File: config.mk
export PLATFORM = sky130hd
export DESIGN_NAME = smwrc_top
export DESIGN_NICKNAME = d
export VERILOG_FILES = /design/src/smwrc_pkg.sv /design/src/smwrc_link.sv /design/src/smwrc_sync.sv /design/src/smwrc_top.sv
export VERILOG_INCLUDE_DIRS = /design/src
export SDC_FILE = /design/constraint.sdc
export NUM_CORES = 1
export LEC_CHECK = 0
export BUFFER_PORTS_ARGS = -buffer_cell sky130_fd_sc_hd__buf_4
export CORE_MARGIN = 5
export CORE_UTILIZATION = 50
export DETAILED_ROUTE_END_ITERATION = 10
export GPL_ROUTABILITY_DRIVEN = 0
export GPL_TIMING_DRIVEN = 0
export PLACE_DENSITY = 0.8
export SKIP_CTS_REPAIR_TIMING = 1
export SYNTH_ARGS = -nofsm -noshare
export SYNTH_HDL_FRONTEND = slang
export SYNTH_SLANG_ARGS = --single-unit
File: constraint.sdc
create_clock -name clock -period 4.9 [get_ports clock]
set_input_delay 0.735 -clock clock [delete_from_list [all_inputs] [get_ports clock]]
set_output_delay 0.735 -clock clock [all_outputs]
set_load 0.02 [all_outputs]
File: src/smwrc_defines.svh
// constants for the mac width and rate configuration block
`ifndef SMWRC_DEFINES_SVH
`define SMWRC_DEFINES_SVH
`define SMWRC_ADDR_CTRL      4'h0
`define SMWRC_ADDR_WIDTH     4'h4
`define SMWRC_ADDR_STATUS    4'h8
`define SMWRC_CTRL_PD_PRI    0
`define SMWRC_CTRL_PD_SEC    1
`define SMWRC_CTRL_ARR       2
`define SMWRC_CTRL_RATE_LO   4
`define SMWRC_CTRL_RATE_HI   5
`define SMWRC_WID_OVR_LO     0
`define SMWRC_WID_OVR_HI     1
`define SMWRC_WID_REINIT     4
`define SMWRC_STRAP_CYCLES   4'ha
`define SMWRC_TRAIN_CYCLES   8'h40
`define SMWRC_RATE_ILLEGAL   2'h3
`define SMWRC_RESP_OKAY      2'h0
`define SMWRC_RESP_SLVERR    2'h2
`endif

File: src/smwrc_pkg.sv
// types for the mac width and rate configuration block
package smwrc_pkg;
  typedef enum logic [1:0] {
    smwrc_w_auto  = 2'b00,
    smwrc_w_lanea = 2'b10,
    smwrc_w_lanec = 2'b11,
    smwrc_w_rsvd  = 2'b01
  } smwrc_ovr_t;
  typedef enum logic [1:0] {
    smwrc_iw_1a = 2'b00,
    smwrc_iw_1c = 2'b01,
    smwrc_iw_4  = 2'b10,
    smwrc_iw_na = 2'b11
  } smwrc_iw_t;
  typedef enum logic [1:0] {
    smwrc_s_down  = 2'b00,
    smwrc_s_train = 2'b01,
    smwrc_s_up    = 2'b10
  } smwrc_link_t;
endpackage : smwrc_pkg

File: src/smwrc_link.sv
// one port's link initialisation sequencer
`timescale 1ns/1ns
`include "smwrc_defines.svh"
module smwrc_link
  import smwrc_pkg::*;
(
  input  wire logic clock,
  input  wire logic rst_n,
  input  wire logic hold,
  input  wire logic restart,
  input  wire logic aligned,
  output logic      up
);
  smwrc_link_t state;
  logic [7:0]  count;
  always_ff @(posedge clock or negedge rst_n) begin
    if (!rst_n) begin
      state <= smwrc_s_down;
      count <= 8'h00;
    end else if (hold || restart) begin
      state <= smwrc_s_down;
      count <= 8'h00;
    end else begin
      unique case (state)
        smwrc_s_down: begin
          state <= smwrc_s_train;
        end
        smwrc_s_train: begin
          if (!aligned) begin
            count <= 8'h00;
          end else if (count == `SMWRC_TRAIN_CYCLES) begin
            state <= smwrc_s_up;
          end else begin
            count <= count + 8'h01;
          end
        end
        smwrc_s_up: begin
          if (!aligned) begin
            state <= smwrc_s_train;
          end
        end
        default: state <= smwrc_s_down;
      endcase
    end
  end
  assign up = (state == smwrc_s_up);
endmodule : smwrc_link

File: src/smwrc_sync.sv
// two flip-flop reset release
`timescale 1ns/1ns
module smwrc_sync (
  input  wire logic clock,
  input  wire logic reset_n,
  output logic      sync_reset_n
);
  logic stage;
  always_ff @(posedge clock or negedge reset_n) begin
    if (!reset_n) begin
      stage        <= 1'b0;
      sync_reset_n <= 1'b0;
    end else begin
      stage        <= 1'b1;
      sync_reset_n <= stage;
    end
  end
endmodule : smwrc_sync

File: src/smwrc_top.sv
// per-mac width, arrangement and line-rate configuration with axi4-lite registers
`timescale 1ns/1ns
`include "smwrc_defines.svh"
module smwrc_top
  import smwrc_pkg::*;
(
  input  wire logic        clock,
  input  wire logic        reset_n,
  input  wire logic [1:0]  default_rate_strap,
  input  wire logic        width_arrangement_strap,
  input  wire logic        port_powerdown_strap,
  input  wire logic        boot_load_active,
  input  wire logic [3:0]  lane_aligned,
  input  wire logic [3:0]  awaddr,
  input  wire logic        awvalid,
  output logic             awready,
  input  wire logic [31:0] wdata,
  input  wire logic [3:0]  wstrb,
  input  wire logic        wvalid,
  output logic             wready,
  output logic [1:0]       bresp,
  output logic             bvalid,
  input  wire logic        bready,
  input  wire logic [3:0]  araddr,
  input  wire logic        arvalid,
  output logic             arready,
  output logic [31:0]      rdata,
  output logic [1:0]       rresp,
  output logic             rvalid,
  input  wire logic        rready,
  output logic [1:0]       tx_rate,
  output logic             tx_clock_enable,
  output logic             arrangement_select,
  output logic             even_lane_a,
  output logic             even_lane_c,
  output logic             odd_lane_b,
  output logic             four_lane_active,
  output logic             even_link_reset_n,
  output logic             odd_link_reset_n,
  output logic             even_link_up,
  output logic             odd_link_up
);
  logic        rst_n;
  logic        pd_pri;
  logic        pd_sec;
  logic        arr;
  logic [1:0]  rate_reg;
  logic [1:0]  rate_live;
  logic [1:0]  width_override;
  logic        forced_reinitialise;
  logic        strap_done;
  logic [3:0]  strap_count;
  logic        aw_held;
  logic        w_held;
  logic [3:0]  aw_addr;
  logic [31:0] w_data;
  logic [3:0]  w_strb;
  logic        even_up;
  logic        odd_up;
  logic        degraded;
  smwrc_iw_t   initialised_width;

  smwrc_sync u_sync (
    .clock        (clock),
    .reset_n      (reset_n),
    .sync_reset_n (rst_n)
  );

  // strap capture: count 10 cycles after release, sample at the end
  always_ff @(posedge clock or negedge rst_n) begin
    if (!rst_n) begin
      strap_count <= 4'h0;
      strap_done  <= 1'b0;
    end else if (!strap_done) begin
      strap_count <= strap_count + 4'h1;
      strap_done  <= (strap_count == `SMWRC_STRAP_CYCLES - 4'h1);
    end
  end
  wire strap_sample = !strap_done && (strap_count == `SMWRC_STRAP_CYCLES - 4'h1);

  // axi write side
  wire do_write  = aw_held && w_held && !bvalid;
  wire wr_ctrl   = do_write && (aw_addr == `SMWRC_ADDR_CTRL);
  wire wr_width  = do_write && (aw_addr == `SMWRC_ADDR_WIDTH);
  wire wr_status = do_write && (aw_addr == `SMWRC_ADDR_STATUS);
  wire wr_ok     = wr_ctrl || wr_width || wr_status;
  wire ctrl_lane = w_strb[0];
  wire new_pd_pri = ctrl_lane ? w_data[`SMWRC_CTRL_PD_PRI] : pd_pri;
  wire new_pd_sec = ctrl_lane ? w_data[`SMWRC_CTRL_PD_SEC] : pd_sec;
  // arrangement changes only while both groups already down
  wire arr_allowed = pd_pri && pd_sec;
  // a degraded four-lane port cannot be split into two single-lane ports
  wire arr_block_split = degraded && !arr;
  wire [1:0] wr_rate = w_data[`SMWRC_CTRL_RATE_HI:`SMWRC_CTRL_RATE_LO];
  wire rate_legal = (wr_rate != `SMWRC_RATE_ILLEGAL);

  always_ff @(posedge clock or negedge rst_n) begin
    if (!rst_n) begin
      awready <= 1'b0;
      wready  <= 1'b0;
      aw_held <= 1'b0;
      w_held  <= 1'b0;
      aw_addr <= 4'h0;
      w_data  <= 32'h0;
      w_strb  <= 4'h0;
      bvalid  <= 1'b0;
      bresp   <= `SMWRC_RESP_OKAY;
    end else begin
      awready <= !aw_held && !awready;
      wready  <= !w_held && !wready;
      if (awvalid && awready) begin
        aw_held <= 1'b1;
        aw_addr <= awaddr;
        awready <= 1'b0;
      end
      if (wvalid && wready) begin
        w_held <= 1'b1;
        w_data <= wdata;
        w_strb <= wstrb;
        wready <= 1'b0;
      end
      if (do_write) begin
        bvalid  <= 1'b1;
        bresp   <= wr_ok ? `SMWRC_RESP_OKAY : `SMWRC_RESP_SLVERR;
        aw_held <= 1'b0;
        w_held  <= 1'b0;
      end else if (bvalid && bready) begin
        bvalid <= 1'b0;
      end
    end
  end

  // control register: power-down, arrangement, rate
  always_ff @(posedge clock or negedge rst_n) begin
    if (!rst_n) begin
      pd_pri   <= 1'b0;
      pd_sec   <= 1'b1;
      arr      <= 1'b0;
      rate_reg <= 2'h0;
    end else if (strap_sample) begin
      arr      <= width_arrangement_strap;
      pd_sec   <= port_powerdown_strap;
      rate_reg <= default_rate_strap;
    end else if (wr_ctrl) begin
      pd_pri <= new_pd_pri;
      pd_sec <= new_pd_sec;
      if (ctrl_lane && arr_allowed && !(arr_block_split && w_data[`SMWRC_CTRL_ARR])) begin
        arr <= w_data[`SMWRC_CTRL_ARR];
      end
      if (ctrl_lane && rate_legal) begin
        rate_reg <= wr_rate;
      end
    end
  end

  // width override and forced reinitialise (self clearing)
  always_ff @(posedge clock or negedge rst_n) begin
    if (!rst_n) begin
      width_override      <= 2'h0;
      forced_reinitialise <= 1'b0;
    end else if (wr_width && w_strb[0]) begin
      width_override      <= w_data[`SMWRC_WID_OVR_HI:`SMWRC_WID_OVR_LO];
      forced_reinitialise <= w_data[`SMWRC_WID_REINIT];
    end else begin
      forced_reinitialise <= 1'b0;
    end
  end

  // rate taken up at strap sampling and while the primary group is powered down
  always_ff @(posedge clock or negedge rst_n) begin
    if (!rst_n) begin
      rate_live <= 2'h0;
    end else if (pd_pri || strap_sample) begin
      rate_live <= strap_sample ? default_rate_strap : rate_reg;
    end
  end

  // link hold: powered down, strap pending, boot load running, or (odd link only) four-lane arrangement
  wire even_hold = pd_pri || !strap_done || boot_load_active;
  wire odd_hold  = pd_sec || !arr || even_hold;
  wire ovr_a = (width_override == smwrc_w_lanea);
  wire ovr_c = (width_override == smwrc_w_lanec);
  wire all_aligned = &lane_aligned;
  // four-lane negotiation falls back to lane a, then lane c
  wire use4  = !arr && !ovr_a && !ovr_c && all_aligned;
  wire use_a = arr || ovr_a || (!use4 && !ovr_c && lane_aligned[0]);
  wire use_c = !arr && !use4 && !use_a;
  wire even_aligned = use4 ? all_aligned : (use_a ? lane_aligned[0] : lane_aligned[2]);

  smwrc_link u_even (
    .clock   (clock),
    .rst_n   (rst_n),
    .hold    (even_hold),
    .restart (forced_reinitialise),
    .aligned (even_aligned),
    .up      (even_up)
  );

  smwrc_link u_odd (
    .clock   (clock),
    .rst_n   (rst_n),
    .hold    (odd_hold),
    .restart (forced_reinitialise),
    .aligned (lane_aligned[1]),
    .up      (odd_up)
  );

  always_comb begin
    if (!even_up) begin
      initialised_width = smwrc_iw_na;
    end else if (use4) begin
      initialised_width = smwrc_iw_4;
    end else if (use_a) begin
      initialised_width = smwrc_iw_1a;
    end else begin
      initialised_width = smwrc_iw_1c;
    end
  end

  // degraded: configured four-lane but running single-lane
  always_ff @(posedge clock or negedge rst_n) begin
    if (!rst_n) begin
      degraded <= 1'b0;
    end else if (!even_hold) begin
      // held while powered down, so a split stays refused
      degraded <= !arr && even_up && !use4;
    end
  end

  // axi read side
  wire [31:0] rd_ctrl   = {26'h0, rate_reg, 1'b0, arr, pd_sec, pd_pri};
  wire [31:0] rd_width  = {27'h0, forced_reinitialise, 2'h0, width_override};
  wire [31:0] rd_status = {22'h0, rate_live, lane_aligned, degraded, odd_up, initialised_width};
  wire rd_hit_c = (araddr == `SMWRC_ADDR_CTRL);
  wire rd_hit_w = (araddr == `SMWRC_ADDR_WIDTH);
  wire rd_hit_s = (araddr == `SMWRC_ADDR_STATUS);
  wire [31:0] rd_mux = rd_hit_c ? rd_ctrl : (rd_hit_w ? rd_width : (rd_hit_s ? rd_status : 32'h0));
  wire rd_ok = rd_hit_c || rd_hit_w || rd_hit_s;

  always_ff @(posedge clock or negedge rst_n) begin
    if (!rst_n) begin
      arready <= 1'b0;
      rvalid  <= 1'b0;
      rdata   <= 32'h0;
      rresp   <= `SMWRC_RESP_OKAY;
    end else begin
      arready <= !rvalid && !arready && !arvalid ? 1'b1 : (!rvalid && !arready);
      if (arvalid && arready) begin
        arready <= 1'b0;
        rvalid  <= 1'b1;
        rdata   <= rd_mux;
        rresp   <= rd_ok ? `SMWRC_RESP_OKAY : `SMWRC_RESP_SLVERR;
      end else if (rvalid && rready) begin
        rvalid <= 1'b0;
      end
    end
  end

  // registered outputs; one transmit clock and rate for both ports
  always_ff @(posedge clock or negedge rst_n) begin
    if (!rst_n) begin
      tx_rate            <= 2'h0;
      tx_clock_enable    <= 1'b0;
      arrangement_select <= 1'b0;
      even_lane_a        <= 1'b0;
      even_lane_c        <= 1'b0;
      odd_lane_b         <= 1'b0;
      four_lane_active   <= 1'b0;
      even_link_reset_n  <= 1'b0;
      odd_link_reset_n   <= 1'b0;
      even_link_up       <= 1'b0;
      odd_link_up        <= 1'b0;
    end else begin
      tx_rate            <= rate_live;
      tx_clock_enable    <= strap_done;
      arrangement_select <= arr;
      even_lane_a        <= !even_hold && use_a;
      even_lane_c        <= !even_hold && use_c;
      odd_lane_b         <= !odd_hold;
      four_lane_active   <= !even_hold && use4;
      even_link_reset_n  <= !even_hold;
      odd_link_reset_n   <= !odd_hold;
      even_link_up       <= even_up;
      odd_link_up        <= odd_up;
    end
  end
endmodule : smwrc_top

After elaboration in Yosys (flattened, before gate mapping)
Index checks and enable logic that the tools add are counted.

word-level totals
  register bits after elaboration = 103
  bits of input ports = 60
  output and inout port bits = 53

cells by class
  $add $sub $neg = 3
  equality and inequality tests = 22
  muxes and demuxes = 52
  bitwise logic cells = 1
  reductions and logical operators = 87

operator list
  cell                   number
  $mux W8                8
  $logic_and A1 B1 Y1    34
  $mux W2                16
  $mux W10               3
  $mux W1                23
  $reduce_bool A2 Y1     10
  $logic_not A1 Y1       17
  $add A8 B1 Y8 const B  2
  $eq A8 B7 Y1 const B   2
  $logic_or A1 B1 Y1     13
  $eq A4 B4 Y1 const B   3
  $pmux W2 S3            2
  $reduce_and A2 Y1      5
  $ne A3 B1 Y1 const B   3
  $ne A3 B2 Y1 const B   3
  $reduce_and A3 Y1      3
  $eq A2 B2 Y1 const B   4
  $eq A4 B3 Y1 const B   2
  $logic_not A4 Y1       2
  $ne A3 B3 Y1 const B   2
  $add A4 B1 Y4 const B  1
  $eq A2 B1 Y1 const B   2
  $logic_not A2 Y1       2
  $reduce_and A4 Y1      1
  other kinds (2)        2

Longest topological paths before layout
  depth after elaboration = 15
  mapped depth = 7
  depth with buffers taken out = 7

Modules after synthesis
A second synthesis with hierarchy kept.

unflattened totals
  cell total of the unflattened synthesis = 353
  area, all modules = 3,709.8 um2

by module, submodules not included
  module      instances  cells an instance  area an instance (um2)
  smwrc_top   1          214                2,452.4
  smwrc_link  2          68                 601.8
  smwrc_sync  1          3                  53.8

Worst setup path before layout
No wires, ideal clock.

  kind = input-to-reg
  from = input boot_load_active
  to = register u_even.count[5]
  data arrival time = 1.955 ns
  data required time = 4.805 ns
  path slack = 2.850 ns
  stages = 6
  path buffers = 2
  path through = or3b_1 -> buf_2 -> nor4_4 -> buf_6 -> nand3b_4 -> o31ai_1

between the ends
  word-level cells in the longest chain between the ends = 4

ends and longest elaborated chain
  element                                                              line              text
  from (decl)                                                          smwrc_top.sv:12   input wire logic boot_load_active,
  $logic_or A1 B1 Y1 (*)                                               smwrc_top.sv:179  wire even_hold = pd_pri || !strap_done || boot_load_active;
  $logic_or A1 B1 Y1 (*)                                               smwrc_link.sv:20  end else if (hold || restart) begin
  $ne A3 B3 Y1 (no line) / $reduce_bool A2 Y1 (equally long branches)  n/a
  $reduce_and A2 Y1 (no line)                                          n/a
  to (signal assigned)                                                 smwrc_link.sv:34  count <= count + 8'h01;
  to (decl)                                                            smwrc_link.sv:15  logic [7:0] count;

Every way passes the cells marked *; elsewhere a longest branch is shown, timed or not.
A chain may end at the register's enable or synchronous reset.

Final worst setup path
  from = register pd_pri
  to = register u_even.count[4]

between the ends
  word-level cells in the longest chain between the ends = 5

ends and longest elaborated chain
  element                                                              line              text
  from (decl)                                                          smwrc_top.sv:44   logic pd_pri;
  from (signal assigned)                                               smwrc_top.sv:145  pd_pri <= new_pd_pri;
  $logic_or A1 B1 Y1 (*) (2 in a row)                                  smwrc_top.sv:179
  $logic_or A1 B1 Y1 (*)                                               smwrc_link.sv:20
  $ne A3 B3 Y1 (no line) / $reduce_bool A2 Y1 (equally long branches)  n/a
  $reduce_and A2 Y1 (no line)                                          n/a

Marked as above.

==> metrics.yaml <==
p_clk_share_pct: 28.9
drt_iter0_markers: 116
finalCritPeriodShare_pct: 43.5
reg2reg_setup_slack_ns: 2.77
portBuffers: 57
path_class: "reg2reg"
cts_root_buf: "clkbuf_8"
yosysWarnings: 0
track_usage_pct: 18.7
viasPerCell: 5.13
final_nets: 516
drc: 0
fin_crit_ns: 2.13
leakage_nw: 2.24
powerDensity_nw_per_um2: 436
design.core.area_um2: 7250
grt_first_pass_wirelength_um: 13200
ant_nets: 0
crit_required_ns: 5.15
slowest_delay_ns: 0.64
r2r_cells: 6
fmax_mhz: 469
finalSetupViolations: 0
synth_ff_type: "dfrtp_1"
initial_core_util_pct: 51.3
io_pins: 113
cts.sinks: 78
cpMaxStageDelayCell: "nor3_1"
drive_above_1_share_pct: 28.4
final.setup_skew_ns: 0.00742
n_antenna_cell: 0
regArea_um2: 1960
multiInputGateArea_um2: 1560
synthSimpleGateAreaFrac_pct: 19.3
die_w_um: 96.2
cts_tree: "done"
syn_area_um2: 3720
maxSlewHeadroom_pct: 46.9
layout_commonest_cell: "buf_4"
final_cell_mix: "83 x buf_4, 76 x dfrtp_1, 35 x nand2_1, 29 x nor2_1, 25 x conb_1"
antenna_found_initial: 0
synth_top_family_by_area: "simple AND/OR/NAND/NOR gates"
grt_max_degree: 47
fin_setup_tns_ns: 0
rr_startpoint: "pd_pri"
setup.worst_path.start_class: "flop"
p_int_mw: 1.37
synthAdderAreaFrac_pct: 2.02
ys_ff_latch: 78
worst_pin_slew_ns: 0.790
crit_chain: "or3b_1 > buf_2 > nor3_1 > and2_1 > a31oi_1 > o31ai_1"
cts_buffers: 9
cap_violations: 0
fp.dieArea_um2: 9260
avgSynthCellArea_um2: 10.4
yosysTopAreaCellShare_pct: 51.8
vias: 2842
seq_area_frac_synth_pct: 52.5
core.rowCount: 31
synthDistinctLibCells: 50
comb_power_share_pct: 25.4
ys_top_cells_by_area: "dfrtp_1 52%, buf_4 5.2%, mux2_2 4.8%, nand2_1 3.5%, nor2_1 2.9%"
fillerInstances: 605
p_sw_mw: 0.647
synth_enable_flop_cells: 0
r2r-end: "u_even.count[4]"
pwr-share-seq_pct: 45.7
endpoint_kind: "flop"
grt_pass1_vias: 2843
peakVddDrop_v: 0.000296
grt-ovfl-total: 0
post-route-util_pct: 63.9
cts.clk_slew.worst_paths_ns: 0.08
syn_inst: 358
clkLatencyLatePin_ns: 0.35
netSwitchingFraction_pct: 32.0
largest_reg_flops: 10
top_register: "rdata"
grt_setup_unrepaired: "no"
finalMaxSlewViolations: 0
yosysTopAreaCell: "dfrtp_1"
async_flop_share_pct: 100
cp_max_fo: 9
post_drt_wl_per_cell_um: 14.1
drtPass1Iterations: 4
area_growth_pct: 24.6
die_y_um: 96.2
htree_levels: 3
clockBufferDepth: 2
crit_arrival_ns: 2.38
hp-class: "in2async"
synth_xor_area_share_pct: 0.707
hold_viol: 0
top_regs: "rdata (10), u_even.count (8), u_odd.count (8)"
dp_hpwl_um: 5840
finalWirelength_um: 7800
synth.area.mux_share_pct: 6.19
status: "finished clean"
synth_compound_area_share_pct: 11.2
[stage by stage]
| step | cells | hold WS (ns) | worst slack [ns] | power, mW | area [um2] |
|---|---|---|---|---|---|
| global placement | 537 | 0.340 | 1.78 | 1.43 | 4360 |
| global route | 554 | 0.125 | 2.64 | 2.14 | 4630 |
| CTS | 554 | 0.136 | 2.75 | 2.04 | 4630 |
| floorplan | 381 | 0.331 | 2.57 | 1.24 | 3800 |
| detailed placement | 538 | 0.279 | 2.42 | 1.45 | 4390 |
| finish | 554 | 0.152 | 2.77 | 2.02 | 4630 |
[final cells by class]
type	count	share of cell area (%)
plain buffers	36	5.40
clock buffers	9	2.67
clock inverters	7	2.62
inverters	11	0.891
multi-input cells	256	33.7
flip-flops and latches	78	42.2
well taps	99	2.67
repair buffers	58	9.83
[power by group through the flow]
stage | logic (mW) | clock network [mW] | registers [mW]
global placement | 0.491 | 0 | 0.935
floorplan | 0.268 | 0 | 0.974
detailed placement | 0.515 | 0 | 0.936
finish | 0.514 | 0.584 | 0.924
global route | 0.567 | 0.626 | 0.949
CTS | 0.518 | 0.594 | 0.925
[metal layers]
| metal | vias to the layer above | wire length (um) | GRT usage, % |
|---|---|---|---|
| met5 | - | 0 | 0 |
| met2 | 80 | 3970 | 31.6 |
| li1 | 1387 | - | - |
| met1 | 1370 | 3310 | 23.3 |
| met4 | 0 | 58 | 3.91 |
| met3 | 5 | 454 | 6.10 |
[cell usage after synthesis, drive strengths merged (5+ instances only)]
library cell and number:
nor2 29, nand2 35, a21o 5, and2 9
nand2b 5, and3 5, o21ai 20, nor2b 7
o31ai 6, mux2 16, dfrtp 77, mux2i 5
a21oi 16, buf 30, nor3 6, clkbuf 6
inv 11, ha 6, a31oi 7, nand3 16
[critical path, delay by kind of cell, from the launching register on]
kind / cells / cell delay, ns
AOI/OAI and AO/OA: 2 / 0.11
buffers and inverters: 1 / 0.19
DFF: 1 / 0.46
and+or+nand+nor: 3 / 1.26
[how the worst max path moves through the flow]
stage                             start              end  slack (ns)  depth (start not counted)
floorplan           u_sync.sync_reset_n              arr        2.57                          0
global placement    u_sync.sync_reset_n  u_even.count[7]        1.78                          0
detailed placement     boot_load_active  u_even.count[4]        2.42                          7
CTS                              pd_pri  u_even.count[4]        2.75                          6
global route                     pd_pri  u_even.count[7]        2.64                          6
finish                           pd_pri  u_even.count[4]        2.77                          6
[kinds of logic (layout without fill, tap and decap cells)]
logic type | Yosys count | in the layout
AND/OR/NAND/NOR | 135 | 135
adder cells (fa/ha/maj) | 6 | 6
buffers and inverters | 47 | 121
flip-flops | 78 | 78
multiplexers | 21 | 21
AO/OA/AOI/OAI | 66 | 66
XOR/XNOR | 3 | 3
other | 2 | 25
Power figures use the tool's default switching activity.
